===== src/pscl_pkg.sv =====
// Constants and types for the strap configuration loader
package pscl_pkg;

  // Register word offsets on the plain register port
  localparam logic [7:0]  REG_CTRL_OFS   = 8'h00;
  localparam logic [7:0]  REG_ADV_OFS    = 8'h04;
  localparam logic [7:0]  REG_STAT_OFS   = 8'h08;

  // Basic-control field positions
  localparam int          CTRL_SRST_BIT  = 15;
  localparam int          CTRL_SPD_BIT   = 13;
  localparam int          CTRL_ANEN_BIT  = 12;
  localparam int          CTRL_PDN_BIT   = 11;
  localparam int          CTRL_ISO_BIT   = 10;
  localparam int          CTRL_DPX_BIT   = 8;
  // Advertisement field (four ability bits) lowest position
  localparam int          ADV_ABIL_LSB   = 5;

  // Values after reset
  localparam logic [15:0] CTRL_RESET     = 16'h0000;
  localparam logic [15:0] ADV_RESET      = 16'h0001;
  localparam logic [15:0] RDATA_RESET    = 16'h0000;
  localparam logic [4:0]  ADDR_RESET     = 5'h00;
  localparam logic [2:0]  MODE_RESET     = 3'h0;

  // Soft reset stretch time and its cycle count at the core clock
  localparam int          CLK_MHZ        = 100;
  localparam int          SRST_US        = 256;
  localparam int          SRST_CYCLES    = SRST_US * CLK_MHZ;
  localparam int          SRST_CNT_W     = 15;

  // Mode strap codes
  localparam logic [2:0]  MODE_10HD      = 3'h0;
  localparam logic [2:0]  MODE_10FD      = 3'h1;
  localparam logic [2:0]  MODE_100HD     = 3'h2;
  localparam logic [2:0]  MODE_100FD     = 3'h3;
  localparam logic [2:0]  MODE_AN100HD   = 3'h4;
  localparam logic [2:0]  MODE_REPEATER  = 3'h5;
  localparam logic [2:0]  MODE_PWRDOWN   = 3'h6;
  localparam logic [2:0]  MODE_ALLCAP    = 3'h7;

  // Decoded defaults of one mode code
  typedef struct packed {
    logic [3:0] ctrlBits;   // Control bits 13,12,10,8
    logic       advValid;   // Advertisement bits are defined
    logic [3:0] advBits;    // Advertisement bits 8,7,6,5
    logic       powerDown;  // Come up powered down
    logic       crsOnTx;    // Carrier sense also during transmit
    logic       repeater;   // Repeater operation
  } pscl_mode_cfg_s;

  // Loader states
  typedef enum logic [2:0] {
    ST_HWRST = 3'b001,
    ST_RUN   = 3'b010,
    ST_SRST  = 3'b100
  } pscl_state_e;

endpackage


===== src/pscl_loader.sv =====
// Strap capture, mode decode and soft reset sequencing of the transceiver
//
// Overview of operation
// - Station address straps are latched when hardware reset ends, then held.
// - Management frames answered only when their address field equals latched address.
// - Latched station address seeds the transmit scrambler.
// - Mode straps load control bits at hardware reset release; logic follows those bits.
// - Soft reset keeps current register values and resamples mode straps only when stuck in code 110.
// - Codes 000/001 give 10 Mb/s half/full duplex, negotiation off.
// - Codes 010/011 give 100 Mb/s half/full duplex, negotiation off.
// - Code 100 enables negotiation, control 1100, advertises only 100 half duplex.
// - Code 101 selects repeater, negotiation on, control 1100, advertisement 0100.
// - Code 111 enables negotiation, control X10X, advertises all abilities.
// - Code 110 powers down; leaving needs new strap code plus soft reset.
// - Carrier sense on transmit and receive for 010/100, receive only for 011/101.
// - Each latched address bit sets one indicator polarity; one means active-low.
// - Writing control bit 15 starts self-clearing soft reset held 256 us.
// - Power-on reset OR'ed with reset pin forms the hardware reset.
//
// Strap inputs are taken as synchronous to mclk; the board keeps them steady.
// The release edge of the merged reset comes from its registered copy, so a
// reset shorter than one clock may be missed entirely.
// A hardware reset always wins over a soft reset that is still counting.
// Code 110 keeps the power-down bit set until straps change and a soft reset ends.
// Indicator outputs follow their requests one clock later, never combinationally.
// Widths are fixed; only the soft reset stretch may be shortened for tests.
// Control and advertisement registers fall back to their reset values while the hardware reset holds.
module pscl_loader #(
  parameter int SoftRstCycles = pscl_pkg::SRST_CYCLES
) (
  input  wire logic        mclk,
  input  wire logic        arst_n,
  input  wire logic        porReset,
  input  wire logic        hardware_reset_pin_n,
  input  wire logic [4:0]  station_address_straps,
  input  wire logic [2:0]  modeStraps,
  input  wire logic [7:0]  regAddr,
  input  wire logic [15:0] regWdata,
  input  wire logic        regWrite,
  input  wire logic        regRead,
  output logic      [15:0] regRdata,
  input  wire logic        mgmtFrameValid,
  input  wire logic [4:0]  mgmtFrameAddr,
  output logic             mgmtAddrMatch,
  output logic      [4:0]  scramblerSeed,
  input  wire logic        txActive,
  input  wire logic        rxActive,
  output logic             carrierSense,
  input  wire logic [4:0]  indicatorRaw,
  output logic      [4:0]  indicatorOut,
  output logic             coreReset,
  output logic             powerDown,
  output logic             repeaterMode,
  output logic      [15:0] ctrlValue,
  output logic      [15:0] advValue
);

  // Table of strap defaults for one mode code
  function automatic pscl_pkg::pscl_mode_cfg_s decodeMode(input logic [2:0] code);
    pscl_pkg::pscl_mode_cfg_s c;
    c = '0;
    case (code)
      // 10 Mb/s half duplex, carrier also on transmit
      pscl_pkg::MODE_10HD: begin
        c.ctrlBits = 4'h0;
        c.crsOnTx  = 1'b1;
      end

      // 10 Mb/s full duplex, carrier on receive only
      pscl_pkg::MODE_10FD: begin
        c.ctrlBits = 4'h1;
      end

      // 100 Mb/s half duplex
      pscl_pkg::MODE_100HD: begin
        c.ctrlBits = 4'h8;
        c.crsOnTx  = 1'b1;
      end

      // 100 Mb/s full duplex
      pscl_pkg::MODE_100FD: begin
        c.ctrlBits = 4'h9;
        c.crsOnTx  = 1'b0;
      end

      // Negotiation with only 100 half duplex offered
      pscl_pkg::MODE_AN100HD: begin
        c.ctrlBits = 4'hc;
        c.advValid = 1'b1;
        c.advBits  = 4'h4;
        c.crsOnTx  = 1'b1;
      end

      // Repeater with negotiation
      pscl_pkg::MODE_REPEATER: begin
        c.ctrlBits = 4'hc;
        c.advValid = 1'b1;
        c.advBits  = 4'h4;
        c.repeater = 1'b1;
        c.crsOnTx  = 1'b0;
      end

      // Powered down, no speed or ability defaults
      pscl_pkg::MODE_PWRDOWN: begin
        c.powerDown = 1'b1;
      end

      // All abilities offered
      default: begin
        // Don't-care speed and duplex taken as ones
        c.ctrlBits = 4'hd;
        c.advValid = 1'b1;
        c.advBits  = 4'hf;
        c.crsOnTx  = 1'b1;
      end
    endcase
    return c;
  endfunction

  // Combined hardware reset, active high
  // Both sources merge before the release edge is looked for
  logic hwReset;
  assign hwReset = porReset | ~hardware_reset_pin_n;

  // Loader state and previous level of the merged hardware reset
  pscl_pkg::pscl_state_e          state_q, state_d;
  logic                           hwRst_q, hwRst_d;

  // Latched straps and their decoded side effects
  logic [4:0]                     addr_q, addr_d;
  logic [2:0]                     mode_q, mode_d;
  logic                           crsOnTx_q, crsOnTx_d;
  logic                           repeater_q, repeater_d;

  // Control and advertisement registers
  logic [15:0]                    ctrl_q, ctrl_d;
  logic [15:0]                    adv_q, adv_d;

  // Soft reset stretch counter
  logic [pscl_pkg::SRST_CNT_W-1:0] cnt_q, cnt_d;

  // Registered port outputs
  logic [15:0]                    rdata_q, rdata_d;
  logic                           match_q, match_d;
  logic                           crs_q, crs_d;
  logic [4:0]                     ind_q, ind_d;

  // Decode helpers
  logic                           capture;
  logic                           wrCtrl;
  logic                           wrAdv;
  pscl_pkg::pscl_mode_cfg_s       strapCfg;

  // Last count of the soft reset stretch
  localparam logic [pscl_pkg::SRST_CNT_W-1:0] SrstLast =
    pscl_pkg::SRST_CNT_W'(SoftRstCycles - 1);

  // Release edge of the hardware reset and register write decode
  assign capture  = hwRst_q & ~hwReset;
  assign strapCfg = decodeMode(modeStraps);
  assign wrCtrl   = regWrite && (regAddr == pscl_pkg::REG_CTRL_OFS);
  assign wrAdv    = regWrite && (regAddr == pscl_pkg::REG_ADV_OFS);

  // Strap latch, configuration registers and soft reset sequencing
  always_comb begin
    state_d    = state_q;
    hwRst_d    = hwReset;
    addr_d     = addr_q;
    mode_d     = mode_q;
    crsOnTx_d  = crsOnTx_q;
    repeater_d = repeater_q;
    ctrl_d     = ctrl_q;
    adv_d      = adv_q;
    cnt_d      = cnt_q;
    case (state_q)
      pscl_pkg::ST_HWRST: begin
        // Registers sit at reset values until the straps are taken
        ctrl_d = pscl_pkg::CTRL_RESET;
        adv_d  = pscl_pkg::ADV_RESET;
        // Straps taken only in the release cycle
        if (capture) begin
          addr_d     = station_address_straps;
          mode_d     = modeStraps;
          crsOnTx_d  = strapCfg.crsOnTx;
          repeater_d = strapCfg.repeater;
          ctrl_d[pscl_pkg::CTRL_SPD_BIT]  = strapCfg.ctrlBits[3];
          ctrl_d[pscl_pkg::CTRL_ANEN_BIT] = strapCfg.ctrlBits[2];
          ctrl_d[pscl_pkg::CTRL_ISO_BIT]  = strapCfg.ctrlBits[1];
          ctrl_d[pscl_pkg::CTRL_DPX_BIT]  = strapCfg.ctrlBits[0];
          ctrl_d[pscl_pkg::CTRL_PDN_BIT]  = strapCfg.powerDown;
          if (strapCfg.advValid) begin
            adv_d[pscl_pkg::ADV_ABIL_LSB +: 4] = strapCfg.advBits;
          end
          state_d = pscl_pkg::ST_RUN;
        end
      end

      pscl_pkg::ST_RUN: begin
        // Software writes; bit 15 is never stored, it reads back as busy
        if (wrCtrl) begin
          ctrl_d = regWdata;
          ctrl_d[pscl_pkg::CTRL_SRST_BIT] = 1'b0;
          // Powered-down strap stays stuck unless the straps change and a soft reset follows
          if (mode_q == pscl_pkg::MODE_PWRDOWN) begin
            ctrl_d[pscl_pkg::CTRL_PDN_BIT] = 1'b1;
          end
        end
        if (wrAdv) begin
          adv_d = regWdata;
        end
        // A one in bit 15 starts the stretched soft reset
        if (wrCtrl && regWdata[pscl_pkg::CTRL_SRST_BIT]) begin
          cnt_d   = '0;
          state_d = pscl_pkg::ST_SRST;
        end
      end

      pscl_pkg::ST_SRST: begin
        // Registers keep their values; straps are looked at only at the end, in the power-down case
        cnt_d = cnt_q + 1'b1;
        if (cnt_q == SrstLast) begin
          cnt_d   = '0;
          state_d = pscl_pkg::ST_RUN;
          // Only the stuck power-down case looks at the mode straps again
          // The station address is never taken again here
          if (mode_q == pscl_pkg::MODE_PWRDOWN &&
              modeStraps != pscl_pkg::MODE_PWRDOWN) begin
            mode_d     = modeStraps;
            crsOnTx_d  = strapCfg.crsOnTx;
            repeater_d = strapCfg.repeater;
            ctrl_d[pscl_pkg::CTRL_SPD_BIT]  = strapCfg.ctrlBits[3];
            ctrl_d[pscl_pkg::CTRL_ANEN_BIT] = strapCfg.ctrlBits[2];
            ctrl_d[pscl_pkg::CTRL_ISO_BIT]  = strapCfg.ctrlBits[1];
            ctrl_d[pscl_pkg::CTRL_DPX_BIT]  = strapCfg.ctrlBits[0];
            ctrl_d[pscl_pkg::CTRL_PDN_BIT]  = 1'b0;
            if (strapCfg.advValid) begin
              adv_d[pscl_pkg::ADV_ABIL_LSB +: 4] = strapCfg.advBits;
            end
          end
        end
      end

      default: begin
        state_d = pscl_pkg::ST_HWRST;
      end
    endcase
    // Hardware reset overrides state, count, control and advertisement, including a soft reset
    if (hwReset) begin
      state_d = pscl_pkg::ST_HWRST;
      cnt_d   = '0;
      ctrl_d  = pscl_pkg::CTRL_RESET;
      adv_d   = pscl_pkg::ADV_RESET;
    end
  end

  // Registers of the loader; next values come from the process above
  always_ff @(posedge mclk or negedge arst_n) begin
    if (!arst_n) begin
      state_q    <= pscl_pkg::ST_HWRST;
      hwRst_q    <= 1'b1;
      addr_q     <= pscl_pkg::ADDR_RESET;
      mode_q     <= pscl_pkg::MODE_RESET;
      crsOnTx_q  <= 1'b0;
      repeater_q <= 1'b0;
      ctrl_q     <= pscl_pkg::CTRL_RESET;
      adv_q      <= pscl_pkg::ADV_RESET;
      cnt_q      <= '0;
    end else begin
      state_q    <= state_d;
      hwRst_q    <= hwRst_d;
      addr_q     <= addr_d;
      mode_q     <= mode_d;
      crsOnTx_q  <= crsOnTx_d;
      repeater_q <= repeater_d;
      ctrl_q     <= ctrl_d;
      adv_q      <= adv_d;
      cnt_q      <= cnt_d;
    end
  end

  // Read data, address match, carrier sense and indicator polarity
  always_comb begin
    rdata_d = '0;
    // Read data stand for one cycle after the strobe
    if (regRead) begin
      case (regAddr)
        pscl_pkg::REG_CTRL_OFS: begin
          rdata_d = ctrl_q;
          rdata_d[pscl_pkg::CTRL_SRST_BIT] = (state_q == pscl_pkg::ST_SRST);
        end
        pscl_pkg::REG_ADV_OFS: begin
          rdata_d = adv_q;
        end
        pscl_pkg::REG_STAT_OFS: begin
          rdata_d = {5'h00, repeater_q, crsOnTx_q,
                     (state_q == pscl_pkg::ST_SRST), mode_q, addr_q};
        end
        default: begin
          rdata_d = '0;
        end
      endcase
    end
    // No match while the hardware reset holds
    match_d = mgmtFrameValid && (mgmtFrameAddr == addr_q) &&
              (state_q != pscl_pkg::ST_HWRST);
    // Carrier from receive, and from transmit where the mode asks
    crs_d   = rxActive | (crsOnTx_q & txActive);
  end

  // Per-indicator polarity from the matching latched address bit
  for (genvar i = 0; i < 5; i++) begin : g_ind
    assign ind_d[i] = indicatorRaw[i] ^ addr_q[i];
  end

  // Registers of the port outputs
  always_ff @(posedge mclk or negedge arst_n) begin
    if (!arst_n) begin
      rdata_q <= pscl_pkg::RDATA_RESET;
      match_q <= 1'b0;
      crs_q   <= 1'b0;
      ind_q   <= 5'h00;
    end else begin
      rdata_q <= rdata_d;
      match_q <= match_d;
      crs_q   <= crs_d;
      ind_q   <= ind_d;
    end
  end

  // Outputs toward the core logic
  // Seed follows the latched address directly; indicators pass through a register
  assign regRdata      = rdata_q;
  assign mgmtAddrMatch = match_q;
  assign scramblerSeed = addr_q;
  assign carrierSense  = crs_q;
  assign indicatorOut  = ind_q;
  assign coreReset     = (state_q != pscl_pkg::ST_RUN);
  assign powerDown     = ctrl_q[pscl_pkg::CTRL_PDN_BIT];
  assign repeaterMode  = repeater_q;
  assign ctrlValue     = ctrl_q;
  assign advValue      = adv_q;

endmodule // pscl_loader


===== config.mk =====
export PLATFORM = sky130hd
export DESIGN_NAME = pscl_loader
export DESIGN_NICKNAME = d
export VERILOG_FILES = /design/src/pscl_pkg.sv /design/src/pscl_loader.sv
export SDC_FILE = /design/constraint.sdc
export NUM_CORES = 1
export LEC_CHECK = 0
export BUFFER_PORTS_ARGS = -buffer_cell sky130_fd_sc_hd__buf_4
export CAP_MARGIN = 10
export CORE_MARGIN = 2
export CORE_UTILIZATION = 45
export DETAILED_ROUTE_END_ITERATION = 10
export PLACE_DENSITY_LB_ADDON = 0.2
export SLEW_MARGIN = 10
export SYNTH_ARGS = -nofsm -noshare
export SYNTH_HDL_FRONTEND = slang
export SYNTH_SLANG_ARGS = --single-unit

===== constraint.sdc =====
create_clock -name mclk -period 2.2 [get_ports mclk]
set_clock_uncertainty 0.05 [all_clocks]
set_input_delay 0.55 -clock mclk [delete_from_list [all_inputs] [get_ports mclk]]
set_output_delay 0.55 -clock mclk [all_outputs]
set_load 0.005 [all_outputs]

Yosys cells after proc, flatten, opt, wreduce, memory -nomap -nowiden
Cells that the tools add are included.

word-level totals
  register bits = 84
  bits in latches = 0
  memory bits (writable) = 0
  ROM bits = 0
  output and inout bits = 63
  logic and storage cells = 130
  memories kept = 0

operators by class
  add/subtract/negate cells = 1
  $mul = 0
  divide/modulo/power cells = 0
  $lt $le $gt $ge = 0
  equal/unequal tests = 27
  shift-type cells = 0
  muxes and demuxes = 52
  bitwise gates (word level) = 11
  reductions and logical operators = 24

operator list
  operator                                                                count
  16-bit 2-to-1 mux                                                       5
  16-bit case mux with 3 select lines                                     1
  15-bit 2-to-1 mux                                                       3
  4-bit 2-to-1 mux                                                        8
  15-bit case mux with 2 select lines                                     1
  3-bit inequality test (second input constant)                           8
  4-bit case mux with 3 select lines                                      2
  3-bit 2-to-1 mux                                                        7
  4-bit case mux with 5 select lines                                      1
  5-bit case mux with 2 select lines                                      2
  8-bit case mux with 2 select lines                                      1
  15-bit by 1-bit adder with 15-bit output (second input constant)        1
  15-bit equality test (second input constant)                            1
  3-bit equality test (second input constant)                             5
  7-bit case mux with 2 select lines                                      1
  1-bit 2-to-1 mux                                                        13
  3-bit by 2-bit equality test with 1-bit output (second input constant)  3
  3-bit case mux with 3 select lines                                      1
  8-bit by 3-bit equality test with 1-bit output (second input constant)  1
  8-bit by 4-bit equality test with 1-bit output (second input constant)  1
  8-bit logical NOT                                                       1
  2-bit AND reduction                                                     4
  4-bit AND reduction                                                     2
  3-bit by 1-bit equality test with 1-bit output (second input constant)  2
  22 further kinds                                                        40

Depth between registers and ports, before layout
  word-level depth = 8
  mapped depth = 8
  gate-level depth less buffers = 6

Least setup slack after synthesis
No wires, ideal clock.

  kind = input-to-reg
  from = in regAddr[1]
  to = reg adv_q[5] (netlist: advValue[5])
  data arrival time = 2153 ps
  data required time = 2025 ps
  slack = -128 ps
  stages on the path = 4
  cells stage by stage = or4_4 or3_1 a221o_1 mux2_4

on the way
  longest elaborated chain between the ends = 4

ends and longest elaborated chain
  element                                         line                RTL
  start, declared                                 pscl_loader.sv:37   input wire logic [7:0] regAddr,
  8-bit by 3-bit equality test with 1-bit output  pscl_loader.sv:162  assign wrAdv = regWrite && (regAddr == pscl_pkg::REG_ADV_OFS);
  1-bit logical AND                               pscl_loader.sv:162
  3-bit inequality test (no source line)          n/a
  5-bit AND reduction (no source line)            n/a
  end signal, assigned                            pscl_loader.sv:266  adv_q <= pscl_pkg::ADV_RESET;
  end signal, assigned                            pscl_loader.sv:276  adv_q <= adv_d;
  end, declared                                   pscl_loader.sv:137  logic [15:0] adv_q, adv_d;

Every way passes these cells.
A chain may end at the register's enable or synchronous reset.

Final worst setup path
Ends and elaborated chain as after synthesis.

==> out/results.tsv <==
metric	value	unit
status	finished, final reports clean	
Initial Util	46.5	%
CTS Buf Count	9	
Post-synth EDFFs	0	
CP startpoint kind	input pin	
fin crit period	2.15	ns
Max-slew headroom	40.8	%
Port-buffer cells	112	
cell accounting for the most synthesized area	dfrtp_1	
vias per cell	5.38	
Peak VDD IR	0.283	mV
clk sinks	83	
drt drc	0	
global route overflow	0	
die extent in x	98.9	um
root buffer cell	clkbuf_8	
layout cells sized above 1	39.9	%
synth warn	0	
n_diodes	0	
Min-Delay Endpoint	indicatorOut[3]	
R2R depth	5	
Die H	98.9	um
Skew-Pair Late Insertion Delay	0.36	ns
Slew Viols, Final	0	
placed instance area	5300	um2
Final Cell Area	5510	um2
Area contributors post-synth	dfrtp_1, mux2_2, mux2i_1, a21oi_1, nor2_1	
clock power share	33.9	%
period utilisation layout	97.7	%
H-tree Lvls	3	
sequential fraction of the synthesis area	51.3	%
area of the core	8720	um2
Switching Share	26.0	%
P per Cell Area	588	nW/um2
Critical Path RT	2.39	ns
Netlist cell types	57	
final setup vio count	0	
largest net degree at the start of global routing	48	
initial antenna violation count	0	
Worst-path clk slew	0.09	ns
critical path class	input pin to register	
total track usage	22.3	%
Max Cap Viol	0	
Int Power	2.40	mW
top-count cell post-synth	dfrtp_1	
#FFs+latches synth	83	
post-synth top area share	49.4	%
First-pass DRT Iterations	4	
I/O Pins	114	
hold crit path type	input pin to register	
final net count	594	
WHS	0.305	ns
multi-input logic area	1830	um2
Mapped Cells	394	
CTS tree	built	
crit end category	register	
Routed WL per cell	16.4	um
Lkg Pwr	2.67	nW
FF+latch area	2080	um2
Core Util, Final	63.2	%
number of fillers in the final layout	739	
unrepaired setup endpoints after global routing	no	
layout overhead on the synthesized area	35.9	%
WP data arrival	2.34	ns
Core Rows	34	
number of global-route vias before repair	3404	
Power Total	3.24	mW
Netlist Area Pre-Place	4060	um2
Main synth FF type	dfrtp_1	
commonest cells in the netlist	dfrtp_1, nor2_1, a21oi_1	
Hold Crit Depth	2	
via count	3525	
R2R Path Start	state_q[0]	
Final GP Congestion	0.965	
clk buf depth	2	
crit path max fanout	4	
Syn Nets	446	
Worst Tran Pin Value	0.887	ns
first-pass GRT wire length	17.2	mm
initial drt markers	247	
Hold Startpoint	indicatorRaw[3]	
syn_area_per_cell	10.3	um2
antenna-violating nets left	0	
Reg power frac	52.0	%
DIE AREA	9790	um2
Comb power frac	14.1	%
reg-to-reg slack, setup	0.10	ns
asr flop ratio synth	100	%
final hold vios	0	
dpl hpwl	8.00	mm
fmax	0.465	GHz
Net Switching	844	uW
final WL	10.8	mm
worst r2r dst	advValue[5]	
## power by group through the flow
stage / Sequential, mW / Clock, mW / Combinational (mW)
6_report: 1.68 / 1.10 / 0.456
5_1_grt: 1.70 / 1.18 / 0.500
4_1_cts: 1.68 / 1.12 / 0.460
3_5_place_dp: 1.71 / 0 / 0.457
3_3_place_gp: 1.71 / 0 / 0.450
2_1_floorplan: 1.70 / 0 / 0.186
## logic make-up (layout without fill, tap and decap cells)
family                     after synthesis  after routing  synth area share (%)
muxes                                   51             51                  13.9
DFF                                     83             83                  51.3
buffers and inverters                   37            190                  3.79
AOI/OAI and AO/OA                       84             84                  12.5
adders and majority gates                1              1                 0.308
other                                    1              1                0.0924
and+or+nand+nor                        126            126                  15.7
xor gates and xnor gates                11             11                  2.38
## flip-flops by register name, summed over array words and instances (netlist names)
register	count
carrierSense	1
hwRst_q	1
scramblerSeed	5
ctrlValue	15
mgmtAddrMatch	1
state_q	3
cnt_q	15
crsOnTx_q	1
mode_q	3
regRdata	16
repeaterMode	1
advValue	16
indicatorOut	5
## routing by layer
metal,GRT usage [%],share of wire (%),vias up,wire length [um]
met1,32.1,45,1718,4880
met5,0,0,-,0
met4,7.48,1.4,0,148
met3,4.04,6.5,11,696
met2,34.2,47,123,5030
li1,-,-,1673,-
## repair_timing
| item | 4_1_cts | 5_1_grt |
|---|---|---|
| setup buffers | 0 | 0 |
| setup endpoints to repair | 0 | 14 |
| hold buffers | 1 | 0 |
| hold endpoints to repair | 10 | 0 |
| resized for setup | 0 | 4 |
## per-stage QoR
step | setup TNS, ns | setup WS, ns | std cells
floorplan | -0.512 | -0.128 | 394
global placement | -7.28 | -0.290 | 638
detailed placement | -8.42 | -0.317 | 638
CTS | 0 | 0.0441 | 655
global route | 0 | 0.0193 | 655
finish | 0 | 0.0506 | 655
## layout by cell type (no fill, tap or decap), drive strengths merged, types with 2 or more instances in the layout
master and n:
a211oi 2, a21o 4, a21oi 33, a31oi 13
a41oi 2, and2 2, and3 8, buf 156
clkbuf 10, clkinv 3, dfrtp 80, dfstp 3
inv 18, mux2 32, mux2i 19, nand2 28
nand2b 8, nand3 12, nand4 3, nor2 37
nor2b 4, nor3 9, nor3b 2, nor4 3
o21a 2, o21ai 16, o21bai 2, or2 2
or3 2, xnor2 3, xor2 8
## how the worst max path moves through the flow
stage	cells past startpoint	slack, ns	endpoint	from
after CTS	6	0.04	advValue[5]	cnt_q[1]
after floorplan	4	-0.13	advValue[5]	regAddr[1]
after detailed placement	5	-0.32	advValue[8]	regAddr[1]
after global routing	5	0.02	advValue[5]	regAddr[1]
final	5	0.05	advValue[5]	regAddr[1]
after global placement	5	-0.29	advValue[5]	regAddr[1]
## area by class of cell
| type | instances | area share [%] |
|---|---|---|
| clock buffer | 10 | 2.32 |
| clock inverter | 6 | 1.18 |
| inverter | 17 | 1.16 |
| multi-input combinational | 274 | 33.3 |
| sequential | 83 | 37.7 |
| tap | 108 | 2.45 |
| timing repair buffer | 157 | 21.9 |
## worst max-delay path: stages
cell	delay, ns
buf_4	0.11
or4_4	0.56
or3_1	0.36
a221o_1	0.44
mux2_4	0.33
No activity file was read; power rests on OpenSTA's default activity.
